--- config.mk ---
export PLATFORM = sky130hd
export DESIGN_NAME = asc_sequencer
export DESIGN_NICKNAME = d
export VERILOG_FILES = /design/src/rtl/asc_sequencer.v /design/src/rtl/asc_slot_mem.v
export VERILOG_INCLUDE_DIRS = /design/src /design/src/rtl
export SDC_FILE = /design/constraint.sdc
export NUM_CORES = 1
export LEC_CHECK = 0
export BUFFER_PORTS_ARGS = -buffer_cell sky130_fd_sc_hd__buf_2
export CAP_MARGIN = 30
export CORE_UTILIZATION = 45
export DETAILED_ROUTE_END_ITERATION = 8
export GPL_TIMING_DRIVEN = 0
export PLACE_DENSITY = 0.73
export SKIP_LAST_GASP = 1
export SYNTH_ARGS = -nofsm -noshare
export SYNTH_HDL_FRONTEND = slang
export SYNTH_SLANG_ARGS = --single-unit
--- constraint.sdc ---
create_clock -name clk -period 1.83 [get_ports clk]
set_input_delay 0.183 -clock clk [delete_from_list [all_inputs] [get_ports clk]]
set_output_delay 0.183 -clock clk [all_outputs]
set_load 0.01 [all_outputs]
--- src/rtl/asc_defines.vh ---
`ifndef ASC_DEFINES_VH
`define ASC_DEFINES_VH
// ----------------------------------------
// Register byte addresses
// ----------------------------------------
`define ASC_OFF_MODE    8'h00
`define ASC_OFF_STATUS  8'h04
`define ASC_OFF_MASK    8'h08
`define ASC_OFF_SLOT0   8'h10
`define ASC_OFF_SLOT1   8'h14
`define ASC_OFF_SLOT2   8'h18
`define ASC_OFF_SLOT3   8'h1c
`define ASC_OFF_EDGE    8'h20
`define ASC_OFF_STATE   8'h24
// ----------------------------------------
// Mode register fields and reset values
// ----------------------------------------
`define ASC_MODE_SCAN_BIT  0
`define ASC_MODE_SEL_LSB   1
`define ASC_MODE_GROUP_BIT 3
`define ASC_MODE_FR_BIT    4
`define ASC_MODE_RESET     8'h00
`define ASC_MASK_RESET     1'b1
// ----------------------------------------
// Timing
// ----------------------------------------
`define ASC_SAMPLE_CYCLES  4'h4
`endif

--- src/rtl/asc_sequencer.v ---
// The register addresses and the APB slave port were chosen for this implementation.
`timescale 1ns/100ps
`include "asc_defines.vh"
module asc_sequencer
#(
  parameter RES_W = 8
)
(
  // ----------------------------------------
  // Clock, reset and stop
  // ----------------------------------------
  input  wire             clk,
  input  wire             reset_n,
  input  wire             hwStop,
  // ----------------------------------------
  // Register bus
  // ----------------------------------------
  input  wire             psel,
  input  wire             penable,
  input  wire             pwrite,
  input  wire [7:0]       paddr,
  input  wire [31:0]      pwdata,
  output wire             pready,
  output reg  [31:0]      prdata,
  output wire             pslverr,
  // ----------------------------------------
  // Analog side
  // ----------------------------------------
  input  wire             referenceEnableInput,
  input  wire [7:4]       ainDigital,
  output reg  [2:0]       ainSelect,
  output reg              sampleHold,
  output reg  [RES_W-1:0] dacTrial,
  input  wire             cmpHigh,
  // ----------------------------------------
  // Interrupt
  // ----------------------------------------
  output wire             adcDoneIrq
);
  // ----------------------------------------
  // States
  // ----------------------------------------
  localparam ST_IDLE   = 2'b00;
  localparam ST_SAMPLE = 2'b01;
  localparam ST_CONV   = 2'b10;
  localparam ST_STORE  = 2'b11;

  reg  [1:0]       state;
  reg  [7:0]       adcChannelMode;
  reg              adcIrqMask;
  reg              adcDoneRequestFlag;
  reg  [7:4]       edgeFlag;
  reg  [1:0]       slotPtr;
  reg  [3:0]       phaseCnt;
  reg  [RES_W-1:0] sar;
  reg  [RES_W-1:0] bitMask;
  reg              refSync1;
  reg              refSync2;
  reg  [7:4]       ainSync1;
  reg  [7:4]       ainSync2;
  reg  [7:4]       ainPrev;
  wire [RES_W-1:0] slotRdData;
  wire             wrAccess;
  wire             rdAccess;
  wire             modeWrite;
  wire             storeNow;
  wire [RES_W-1:0] trial;
  wire [7:4]       fallEdge;

  // Register decode, shared by writes, clears and the read mux
  function hitReg;
    input [7:0] addr;
    input [7:0] offset;
    begin
      hitReg = (addr == offset);
    end
  endfunction

  assign pready   = 1'b1;
  assign pslverr  = 1'b0;
  assign wrAccess = psel & penable & pwrite;
  assign rdAccess = psel & penable & ~pwrite;
  assign modeWrite = wrAccess && hitReg(paddr, `ASC_OFF_MODE);
  assign storeNow = (state == ST_STORE);
  assign trial    = sar | bitMask;
  assign fallEdge = ainPrev & ~ainSync2;
  assign adcDoneIrq = adcDoneRequestFlag & ~adcIrqMask;

  // Input index for a given slot
  function [2:0] pickInput;
    input [7:0] mode;
    input [1:0] slot;
    begin
      if (mode[`ASC_MODE_SCAN_BIT])
      begin
        pickInput = {mode[`ASC_MODE_GROUP_BIT], slot};
      end
      else
      begin
        pickInput = mode[`ASC_MODE_SEL_LSB+2:`ASC_MODE_SEL_LSB];
      end
    end
  endfunction

  // ----------------------------------------
  // Synchronisers
  // ----------------------------------------
  always @(posedge clk or negedge reset_n)
  begin
    if (!reset_n)
    begin
      refSync1 <= 1'b0;
      refSync2 <= 1'b0;
      ainSync1 <= 4'h0;
      ainSync2 <= 4'h0;
      ainPrev  <= 4'h0;
    end
    else
    begin
      refSync1 <= referenceEnableInput;
      refSync2 <= refSync1;
      ainSync1 <= ainDigital;
      ainSync2 <= ainSync1;
      ainPrev  <= ainSync2;
    end
  end

  // ----------------------------------------
  // Result slots
  // ----------------------------------------
  // Halted slots are not scrubbed; their contents are simply stale
  asc_slot_mem #(.DATA_W(RES_W), .ADDR_W(2)) slots
  (
    .clk    (clk),
    .wrEn   (storeNow),
    .wrAddr (slotPtr),
    .wrData (sar),
    .rdAddr (paddr[3:2]),
    .rdData (slotRdData)
  );

  // ----------------------------------------
  // Conversion sequencer
  // ----------------------------------------
  always @(posedge clk or negedge reset_n)
  begin
    if (!reset_n)
    begin
      state      <= ST_IDLE;
      slotPtr    <= 2'b00;
      phaseCnt   <= 4'h0;
      sar        <= {RES_W{1'b0}};
      bitMask    <= {RES_W{1'b0}};
      ainSelect  <= 3'b000;
      sampleHold <= 1'b0;
      dacTrial   <= {RES_W{1'b0}};
    end
    else if (!refSync2 || modeWrite || hwStop)
    begin
      // Restart from slot 0 in the current mode
      state      <= ST_IDLE;
      slotPtr    <= 2'b00;
      sampleHold <= 1'b0;
    end
    else
    begin
      case (state)
        ST_IDLE:
        begin
          ainSelect  <= pickInput(adcChannelMode, slotPtr);
          sampleHold <= 1'b1;
          phaseCnt   <= `ASC_SAMPLE_CYCLES;
          state      <= ST_SAMPLE;
        end
        ST_SAMPLE:
        begin
          if (phaseCnt == 4'h1)
          begin
            sampleHold <= 1'b0;
            sar        <= {RES_W{1'b0}};
            bitMask    <= {1'b1, {(RES_W-1){1'b0}}};
            dacTrial   <= {1'b1, {(RES_W-1){1'b0}}};
            state      <= ST_CONV;
          end
          phaseCnt <= phaseCnt - 4'h1;
        end
        ST_CONV:
        begin
          // Successive approximation, one bit per cycle
          if (cmpHigh)
            sar <= trial;
          bitMask  <= bitMask >> 1;
          dacTrial <= (cmpHigh ? trial : sar) | (bitMask >> 1);
          if (bitMask[0])
            state <= ST_STORE;
        end
        default:
        begin
          slotPtr <= slotPtr + 2'b01;
          state   <= ST_IDLE;
        end
      endcase
    end
  end

  // ----------------------------------------
  // Channel mode register
  // ----------------------------------------
  always @(posedge clk or negedge reset_n)
  begin
    if (!reset_n)
      adcChannelMode <= `ASC_MODE_RESET;
    else if (hwStop)
      adcChannelMode <= `ASC_MODE_RESET;
    else if (modeWrite)
      adcChannelMode <= {3'b000, pwdata[4:0]};
  end

  // ----------------------------------------
  // Interrupt mask
  // ----------------------------------------
  always @(posedge clk or negedge reset_n)
  begin
    if (!reset_n)
      adcIrqMask <= `ASC_MASK_RESET;
    else if (hwStop)
      adcIrqMask <= `ASC_MASK_RESET;
    else if (wrAccess && hitReg(paddr, `ASC_OFF_MASK))
      adcIrqMask <= pwdata[0];
  end

  // ----------------------------------------
  // Converter-done flag
  // ----------------------------------------
  // Set wins over write-one-to-clear, so no round is lost
  always @(posedge clk or negedge reset_n)
  begin
    if (!reset_n)
      adcDoneRequestFlag <= 1'b0;
    else if (storeNow && slotPtr == 2'b11)
      adcDoneRequestFlag <= 1'b1;
    else if (wrAccess && hitReg(paddr, `ASC_OFF_STATUS) && pwdata[0])
      adcDoneRequestFlag <= 1'b0;
  end

  // ----------------------------------------
  // Edge test flags
  // ----------------------------------------
  // Run regardless of reference; a read clears them, a new edge wins
  always @(posedge clk or negedge reset_n)
  begin
    if (!reset_n)
      edgeFlag <= 4'h0;
    else if (rdAccess && hitReg(paddr, `ASC_OFF_EDGE))
      edgeFlag <= fallEdge;
    else
      edgeFlag <= edgeFlag | fallEdge;
  end

  // ----------------------------------------
  // APB read mux
  // ----------------------------------------
  always @*
  begin
    if (hitReg(paddr, `ASC_OFF_MODE))
    begin
      prdata = {24'h000000, adcChannelMode};
    end
    else if (hitReg(paddr, `ASC_OFF_STATUS))
    begin
      prdata = {31'h00000000, adcDoneRequestFlag};
    end
    else if (hitReg(paddr, `ASC_OFF_MASK))
    begin
      prdata = {31'h00000000, adcIrqMask};
    end
    else if (paddr[7:4] == 4'h1)
    begin
      prdata = {24'h000000, slotRdData};
    end
    else if (hitReg(paddr, `ASC_OFF_EDGE))
    begin
      prdata = {28'h0000000, edgeFlag};
    end
    else if (hitReg(paddr, `ASC_OFF_STATE))
    begin
      prdata = {27'h0000000, refSync2, slotPtr, state};
    end
    else
    begin
      prdata = 32'h00000000;
    end
  end
endmodule // asc_sequencer

--- src/rtl/asc_slot_mem.v ---
`timescale 1ns/100ps
module asc_slot_mem
#(
  parameter DATA_W = 8,
  parameter ADDR_W = 2
)
(
  input  wire              clk,
  input  wire              wrEn,
  input  wire [ADDR_W-1:0] wrAddr,
  input  wire [DATA_W-1:0] wrData,
  input  wire [ADDR_W-1:0] rdAddr,
  output reg  [DATA_W-1:0] rdData
);
  reg [DATA_W-1:0] mem [0:(1<<ADDR_W)-1];

  // ----------------------------------------
  // Storage, registered read
  // ----------------------------------------
  always @(posedge clk)
  begin
    if (wrEn)
    begin
      mem[wrAddr] <= wrData;
    end
    rdData <= mem[rdAddr];
  end
endmodule // asc_slot_mem

==> summary.md, run 1 <==
| Metric | Value |
|---|---|
| Status | `finished, final reports clean` |
| Final setup viols | `0` |
| CP arrival | `1.99 ns` |
| Largest net degree at the start of global routing | `38` |
| Initial antenna violation count | `0` |
| Post-route cell area | `0.00513 sq mm` |
| Layout cells sized above 1 | `26.3%` |
| TritonCTS clock tree | `done` |
| Root Driver | `clkbuf_8` |
| Clk pin slew, worst setup/hold paths | `0.09 ns` |
| PwrDens | `859 mW/mm^2` |
| Critical Path Source Type | `flop` |
| Clk Latency, worst-skew pair | `0.35 ns` |
| Fin. max-slew vios | `0` |
| Final hold viol count | `0` |
| Grt total ovfl | `0` |
| Starting DRT DRC Count | `92` |
| Top_reg_cell synth | `dfrtp_1` |
| Die Y | `99.8 um` |
| Most frequent cells in the layout | `dfrtp_1, buf_2, edfxtp_1` |
| Fill cells | `771` |
| Slew @ Worst Pin | `0.841 ns` |
| Post-CTS Setup Inserts | `0` |
| FFs w/ async S/R, synth | `60.4%` |
| Row cnt | `35` |
| DP HPWL | `5.77 mm` |
| Register area | `0.00265 sq mm` |
| Crit. End Element | `flop` |
| GRT Overall Usage | `17.4%` |
| Boundary Pins | `99` |
| Synthesized area per cell | `12.3 sq um` |
| Placed cell area | `0.00480 sq mm` |
| Final period utilization | `95.6%` |
| Top cell type's share of synthesized area | `34.9%` |
| Antenna Nets Post-Route | `0` |
| Fin worst setup slack | `0.0809 ns` |
| Ys Warns | `0` |
| Port buffer count | `44` |
| Seq cells post-synth | `101` |
| Peak VDD IR | `383 uV` |
| Cell count after synthesis | `351` |
| Leading area contributor after synthesis | `dfrtp_1` |
| Vias | `2795` |
| Commonest non-fill, non-tap cell in the layout | `dfrtp_1` |
| Routed WL | `8.06 mm` |
| Width of the die | `99.8 um` |
| Wirelength per Cell | `14.1 um` |
| Number of distinct library cells after synthesis | `44` |
| Worst hold path class | `input port to flop` |
| Pre-Repair DR Iteration Count | `5` |
| RSZ-0062 raised after global routing | `yes` |
| Ant diodes | `0` |
| Share of the yosys chip area belonging to registers | `61.5%` |
| Leakage | `2.36 nW` |
| Final hold slack | `0.0804 ns` |
| CTS Buf Count | `9` |
| Highest clock rate | `0.572 GHz` |
| Nets | `498` |
| Max_cap viols | `0` |
| Pre-CTS setup slack | `-0.195 ns` |
| Max Clock Skew | `0.0119 ns` |
| Multi-input logic area | `0.00152 sq mm` |
| Max Buffers Root-to-Sink | `2` |
| Initial Utilization | `46.6%` |
| Die area | `0.00996 sq mm` |
| Via/cell ratio | `4.90` |
| Vias in the first global route | `2627` |
| Period minus WS final | `1.75 ns` |
| Critical Path Fanout Max | `8` |
| Mapped Area | `0.00430 sq mm` |
| Global-route wire length before repair | `13.2 mm` |
| Residual DRC | `0` |
| Number of synthesized flops with an enable pin | `32` |
| Clk sinks | `101` |
| Htree depth | `3` |
| Core area | `0.00924 sq mm` |
| Crit Path Category | `flop to flop` |
| CP Data Required Time | `2.07 ns` |
| Gp weighted congestion | `0.848` |
| Layout area overhead | `19.3%` |
| Synth area leaders | `dfrtp_1, edfxtp_1, buf_4` |
| Slew margin rel. | `43.9%` |
==> layout make-up <==
cell class / instances / share of cell area (%)
flip-flops and latches: 101 / 51.6
multi-input cells: 224 / 29.6
repair buffers: 52 / 5.95
plain buffers: 33 / 4.56
clock buffers: 13 / 3.61
well taps: 129 / 3.14
inverters: 15 / 1.10
clock inverters: 3 / 0.463
==> sequential cells by signal, summed over array words and instances (netlist names), 5 cells and up <==
| name | count |
|---|---|
| slots.rdData | 8 |
| slots.mem | 32 |
| adcChannelMode | 5 |
| sar | 8 |
| dacTrial | 8 |
| bitMask | 8 |
==> synthesized netlist by cell type, types with 2 or more instances <==
master	count
nand2b_1	3
inv_1	15
dfrtp_1	60
and2_1	9
buf_2	3
edfxtp_1	32
nor4_1	2
and3_1	2
a22o_1	11
nand2_1	31
buf_4	26
a31oi_1	2
nand3_1	7
a21oi_1	16
dfxtp_1	8
o21ai_0	23
nor3_1	4
nor2b_1	3
a211oi_1	2
mux4_2	8
ha_1	10
conb_1	2
a22oi_1	4
mux2i_1	11
clkbuf_1	4
nor2_1	30
a21o_1	6
==> metrics by stage <==
stage / TNS (ns) / utilization [%] / instances / total power [mW]
after floorplan: 0 / - / 375 / 2.82
after global placement: -3.71 / 51.7 / 548 / 2.98
after detailed placement: -2.36 / 52.0 / 550 / 3.01
after CTS: -0.0336 / 55.1 / 570 / 4.42
after global routing: -0.134 / 55.6 / 570 / 4.61
final: 0 / 55.6 / 570 / 4.41
==> kinds of logic after synthesis <==
group,after synthesis,share of synthesized area (%)
DFF,101,61.5
and+or+nand+nor,99,11.4
AOI/OAI and AO/OA,68,9.91
buffers and inverters,50,6.89
muxes,20,7.01
adders and majority gates,10,2.91
other,2,0.174
xor gates and xnor gates,1,0.204
==> path summary, 6_finish.rpt <==
kind                                        from                            end  slack (ns)  cells after the start
min reg2reg                ainSync1[7]$_DFF_PN0_          ainSync2[7]$_DFF_PN0_        0.36                      0
min in group asynchronous                reset_n        dacTrial[4]$_DFFE_PN0P_        0.46                      2
max in group asynchronous                reset_n         adcIrqMask$_DFFE_PN1P_        0.66                      3
min                                    pwdata[3]  adcChannelMode[3]$_DFFE_PN0P_        0.08                      3
max reg2reg                 state[1]$_DFFE_PN0P_        dacTrial[7]$_DFFE_PN0P_        0.08                      7
max                         state[1]$_DFFE_PN0P_        dacTrial[7]$_DFFE_PN0P_        0.08                      7
==> critical path: stages, from the launching register on <==
cell	delay (ns)
dfrtp_2	0.46
inv_1	0.13
ha_4	0.22
nand4bb_4	0.15
o21ai_1	0.14
nand2_1	0.12
a2111oi_2	0.33
nor2_1	0.08
==> repair_timing <==
action | 4_1_cts | 5_1_grt
endpoints found under the setup margin | 25 | 26
hold buffers | 6 | 0
endpoints found under the hold margin | 41 | 0
pin swaps | 0 | 0
gates resized for setup | 8 | 8
==> layer usage <==
metal  wire length (um)  vias to the layer above  share of wire, %  global-route usage, %
li1                   -                     1355                 -                      -
met1               3530                     1352                44                   23.2
met2               4030                       83                50                   29.0
met3                454                        5               5.6                   4.53
met4                 55                        0              0.68                   3.73
met5                  0                        -                 0                      0
==> power breakdown <==
group          switching [mW]  leakage (nW)  internal, mW
Sequential             0.0780          1.12          2.42
Combinational           0.275          1.14         0.229
Clock                   0.722         0.100         0.681
Total                    1.08          2.36          3.33
Power figures use the tool's default switching activity.
==> run 2, diff against run 1 <==
--- a/config.mk
+++ b/config.mk
@@ -8,11 +8,12 @@
 export LEC_CHECK = 0
 export BUFFER_PORTS_ARGS = -buffer_cell sky130_fd_sc_hd__buf_2
 export CAP_MARGIN = 30
-export CORE_UTILIZATION = 45
+export CORE_UTILIZATION = 54
 export DETAILED_ROUTE_END_ITERATION = 8
 export GPL_TIMING_DRIVEN = 0
-export PLACE_DENSITY = 0.73
+export PLACE_DENSITY = 0.84
 export SKIP_LAST_GASP = 1
 export SYNTH_ARGS = -nofsm -noshare
 export SYNTH_HDL_FRONTEND = slang
+export SYNTH_HIERARCHICAL = 1
 export SYNTH_SLANG_ARGS = --single-unit
==> summary.md, run 2 <==
| Metric | Value |
|---|---|
| Via/cell ratio | `5.42 (was 4.90)` |
| Crit Path Category | `flop to flop (unchanged)` |
| Critical Path Fanout Max | `10 (was 8)` |
| Routed WL | `8.47 mm (was 8.06 mm)` |
| Max_cap viols | `0 (unchanged)` |
| Hold Path End | `adcChannelMode[3]$_DFFE_PN0P_ (unchanged)` |
| Starting DRT DRC Count | `133 (was 92)` |
| Reg2Reg Setup Slack | `0.01 ns (was 0.08 ns)` |
| Crit. End Element | `flop (unchanged)` |
| CP arrival | `2.08 ns (was 1.99 ns)` |
| Register area | `0.00265 sq mm (unchanged)` |
| Highest clock rate | `0.550 GHz (was 0.572 GHz)` |
| Largest Register | `slots/mem (was slots.mem)` |
| Clk Latency, worst-skew pair | `0.37 ns (was 0.35 ns)` |
| Htree depth | `3 (unchanged)` |
| Mapped Area | `0.00447 sq mm (was 0.00430 sq mm)` |
| Largest net degree at the start of global routing | `40 (was 38)` |
| Layout cells sized above 1 | `32.5% (was 26.3%)` |
| Initial antenna violation count | `0 (unchanged)` |
| CP Data Required Time | `2.09 ns (was 2.07 ns)` |
| Synth top cells by count | `dfrtp_1, nand2_1, edfxtp_1, buf_4, inv_1 (was dfrtp_1, edfxtp_1, nand2_1, nor2_1, buf_4)` |
| Setup_tns | `0 ns (unchanged)` |
| Core area | `0.00789 sq mm (was 0.00924 sq mm)` |
| Number of distinct library cells after synthesis | `56 (was 44)` |
| R2R Path Start | `state[1]$_DFFE_PN0P_ (unchanged)` |
| Peak VDD IR | `642 uV (was 383 uV)` |
| Width of the die | `93 um (was 99.8 um)` |
| Antenna Nets Post-Route | `0 (unchanged)` |
| Top cell type's share of synthesized area | `33.6% (was 34.9%)` |
| Residual DRC | `0 (unchanged)` |
| Final std cells w/o fill | `539 (was 570)` |
| FFs w/ async S/R, synth | `60.4% (unchanged)` |
| Root Driver | `clkbuf_8 (unchanged)` |
| GRT Overall Usage | `21.4% (was 17.4%)` |
| Slew @ Worst Pin | `0.540 ns (was 0.841 ns)` |
| Layout area overhead | `17.2% (was 19.3%)` |
| Worst Setup SP | `state[1]$_DFFE_PN0P_ (unchanged)` |
| PwrDens | `932 mW/mm^2 (was 859 mW/mm^2)` |
| Ys Warns | `6 (was 0)` |
| Worst r2r dst | `phaseCnt[2]$_DFFE_PN0P_ (was dacTrial[7]$_DFFE_PN0P_)` |
| Clk pin slew, worst setup/hold paths | `0.10 ns (was 0.09 ns)` |
| Initial Utilization | `56.7% (was 46.6%)` |
| Dpl cells | `514 (was 550)` |
| Synthesized area per cell | `13.0 sq um (was 12.3 sq um)` |
| Final hold slack | `0.0560 ns (was 0.0804 ns)` |
| Slew margin rel. | `64.0% (was 43.9%)` |
| Gp weighted congestion | `0.867 (was 0.848)` |
| Ant diodes | `0 (unchanged)` |
| Die Y | `93 um (was 99.8 um)` |
| Worst reg2reg path depth | `5 (was 7)` |
| Row cnt | `32 (was 35)` |
| Multi-input logic area | `0.00158 sq mm (was 0.00152 sq mm)` |
| Largest register FFs | `32 (unchanged)` |
| Period minus WS final | `1.82 ns (was 1.75 ns)` |
| Fill cells | `559 (was 771)` |
| Number of synthesized flops with an enable pin | `32 (unchanged)` |
| Top_reg_cell synth | `dfrtp_1 (unchanged)` |
| RSZ-0062 raised after global routing | `yes (unchanged)` |
| Hold path cells | `3 (unchanged)` |
| Port buffer count | `43 (was 44)` |
| CTS Buf Count | `9 (unchanged)` |
| Max Clock Skew | `0.0145 ns (was 0.0119 ns)` |
| Count leader, synth | `dfrtp_1 (unchanged)` |
| Nets | `491 (was 498)` |
| Die area | `0.00865 sq mm (was 0.00996 sq mm)` |
| Boundary Pins | `99 (unchanged)` |
| Launch point of the worst hold path | `pwdata[3] (unchanged)` |
| Worst hold path class | `input port to flop (unchanged)` |
| Wirelength per Cell | `15.7 um (was 14.1 um)` |
| Final hold viol count | `0 (unchanged)` |
| Commonest non-fill, non-tap cell in the layout | `dfrtp_1 (unchanged)` |
| Synth area leaders | `dfrtp_1, edfxtp_1, buf_4 (unchanged)` |
| Grt total ovfl | `0 (unchanged)` |
| DP HPWL | `5.98 mm (was 5.77 mm)` |
| TritonCTS clock tree | `done (unchanged)` |
| Fin. max-slew vios | `0 (unchanged)` |
| Final setup viols | `0 (unchanged)` |
| Vias in the first global route | `2897 (was 2627)` |
| Leading area contributor after synthesis | `dfrtp_1 (unchanged)` |
| Most frequent cells in the layout | `dfrtp_1, buf_2, nand2_1, buf_4, edfxtp_1 (was dfrtp_1, buf_2, edfxtp_1)` |
| Critical Path Source Type | `flop (unchanged)` |
| Final core occ | `66.4% (was 55.6%)` |
| Cell count after synthesis | `343 (was 351)` |
| Total Power | `4.89 mW (was 4.41 mW)` |
| Global-route wire length before repair | `14.1 mm (was 13.2 mm)` |
| Final period utilization | `99.4% (was 95.6%)` |
| Max Buffers Root-to-Sink | `2 (unchanged)` |
| Pre-Repair DR Iteration Count | `4 (was 5)` |
| Seq cells post-synth | `101 (unchanged)` |
| Clk sinks | `101 (unchanged)` |
| Status | `finished, final reports clean (unchanged)` |
| Leakage | `2.31 nW (was 2.36 nW)` |
| Share of the yosys chip area belonging to registers | `59.2% (was 61.5%)` |
| Vias | `2920 (was 2795)` |
-- run 2: changes by cell type after synthesis, moves of 4 or more --
cell / previous run / this run
a211oi_1: 2 / 6
a21o_1: 6 / 0
a21oi_1: 16 / 12
and2_1: 9 / 4
inv_1: 15 / 22
mux2i_1: 11 / 4
nor2_1: 30 / 9
o21ai_0: 23 / 5
o221ai_2: 0 / 7
o2bb2ai_1: 0 / 7
-- run 2: metrics by stage --
stage,area [sq um],setup WS (ns)
final,5240,0.0118
after global routing,5240,-0.0303
after CTS,5200,0.00321
after detailed placement,4930,-0.133
after global placement,4900,-0.401
after floorplan,4560,0.0763
-- run 2: how the worst max path moves through the flow --
stage,cells after the start,slack [ns],end
global placement,2,-0.40,slots/mem[0][7]$_DFFE_PP_
CTS,7,0.003,dacTrial[7]$_DFFE_PN0P_
global route,5,-0.03,phaseCnt[2]$_DFFE_PN0P_
detailed placement,3,-0.13,slots/mem[0][5]$_DFFE_PP_
finish,5,0.01,phaseCnt[2]$_DFFE_PN0P_
floorplan,2,0.08,slots/mem[0][0]$_DFFE_PP_
-- run 2: final cells by class --
| cell class | instances | share of cell area [%] |
|---|---|---|
| repair buffers | 54 | 6.21 |
| plain buffers | 40 | 5.61 |
| flip-flops and latches | 101 | 50.6 |
| clock inverters | 6 | 1.05 |
| well taps | 102 | 2.43 |
| multi-input cells | 204 | 30.1 |
| inverters | 22 | 1.58 |
| clock buffers | 10 | 2.43 |
-- run 2: critical path: stages (launching register included) --
cell     delay, ns
dfrtp_1       0.47
inv_1         0.11
ha_1          0.30
buf_2         0.25
or3b_2        0.46
o221a_2       0.13
-- run 2: logic make-up after synthesis --
kind of cell / count (synthesis) / share of synthesized area [%]
adder cells (fa/ha/maj): 7 / 1.96
other: 2 / 0.168
flip-flops: 101 / 59.2
AND/OR/NAND/NOR: 86 / 11.1
buffers and inverters: 62 / 8.28
AO/OA/AOI/OAI: 67 / 12.8
multiplexers: 17 / 6.27
XOR/XNOR: 1 / 0.196
-- run 2: report_power, final --
part	internal [mW]	switching, mW
registers	2.62	0.236
clock network	0.519	0.778
logic	0.374	0.361
-- run 2: repair_timing --
| item | in CTS | in global routing |
|---|---|---|
| hold endpoints to repair | 27 | 0 |
| setup buffers | 1 | 2 |
| hold buffers | 6 | 0 |
| pin swaps | 3 | 2 |
| gates resized for setup | 7 | 11 |
| setup endpoints to repair | 26 | 30 |
-- run 2: metal layers --
metal | vias to the layer above | track usage, % | routed length [um]
met5 | - | 0 | 0
met4 | 0 | 7.56 | 167
met3 | 13 | 5.28 | 398
met2 | 87 | 36.8 | 4270
met1 | 1451 | 26.4 | 3630
li1 | 1369 | - | -
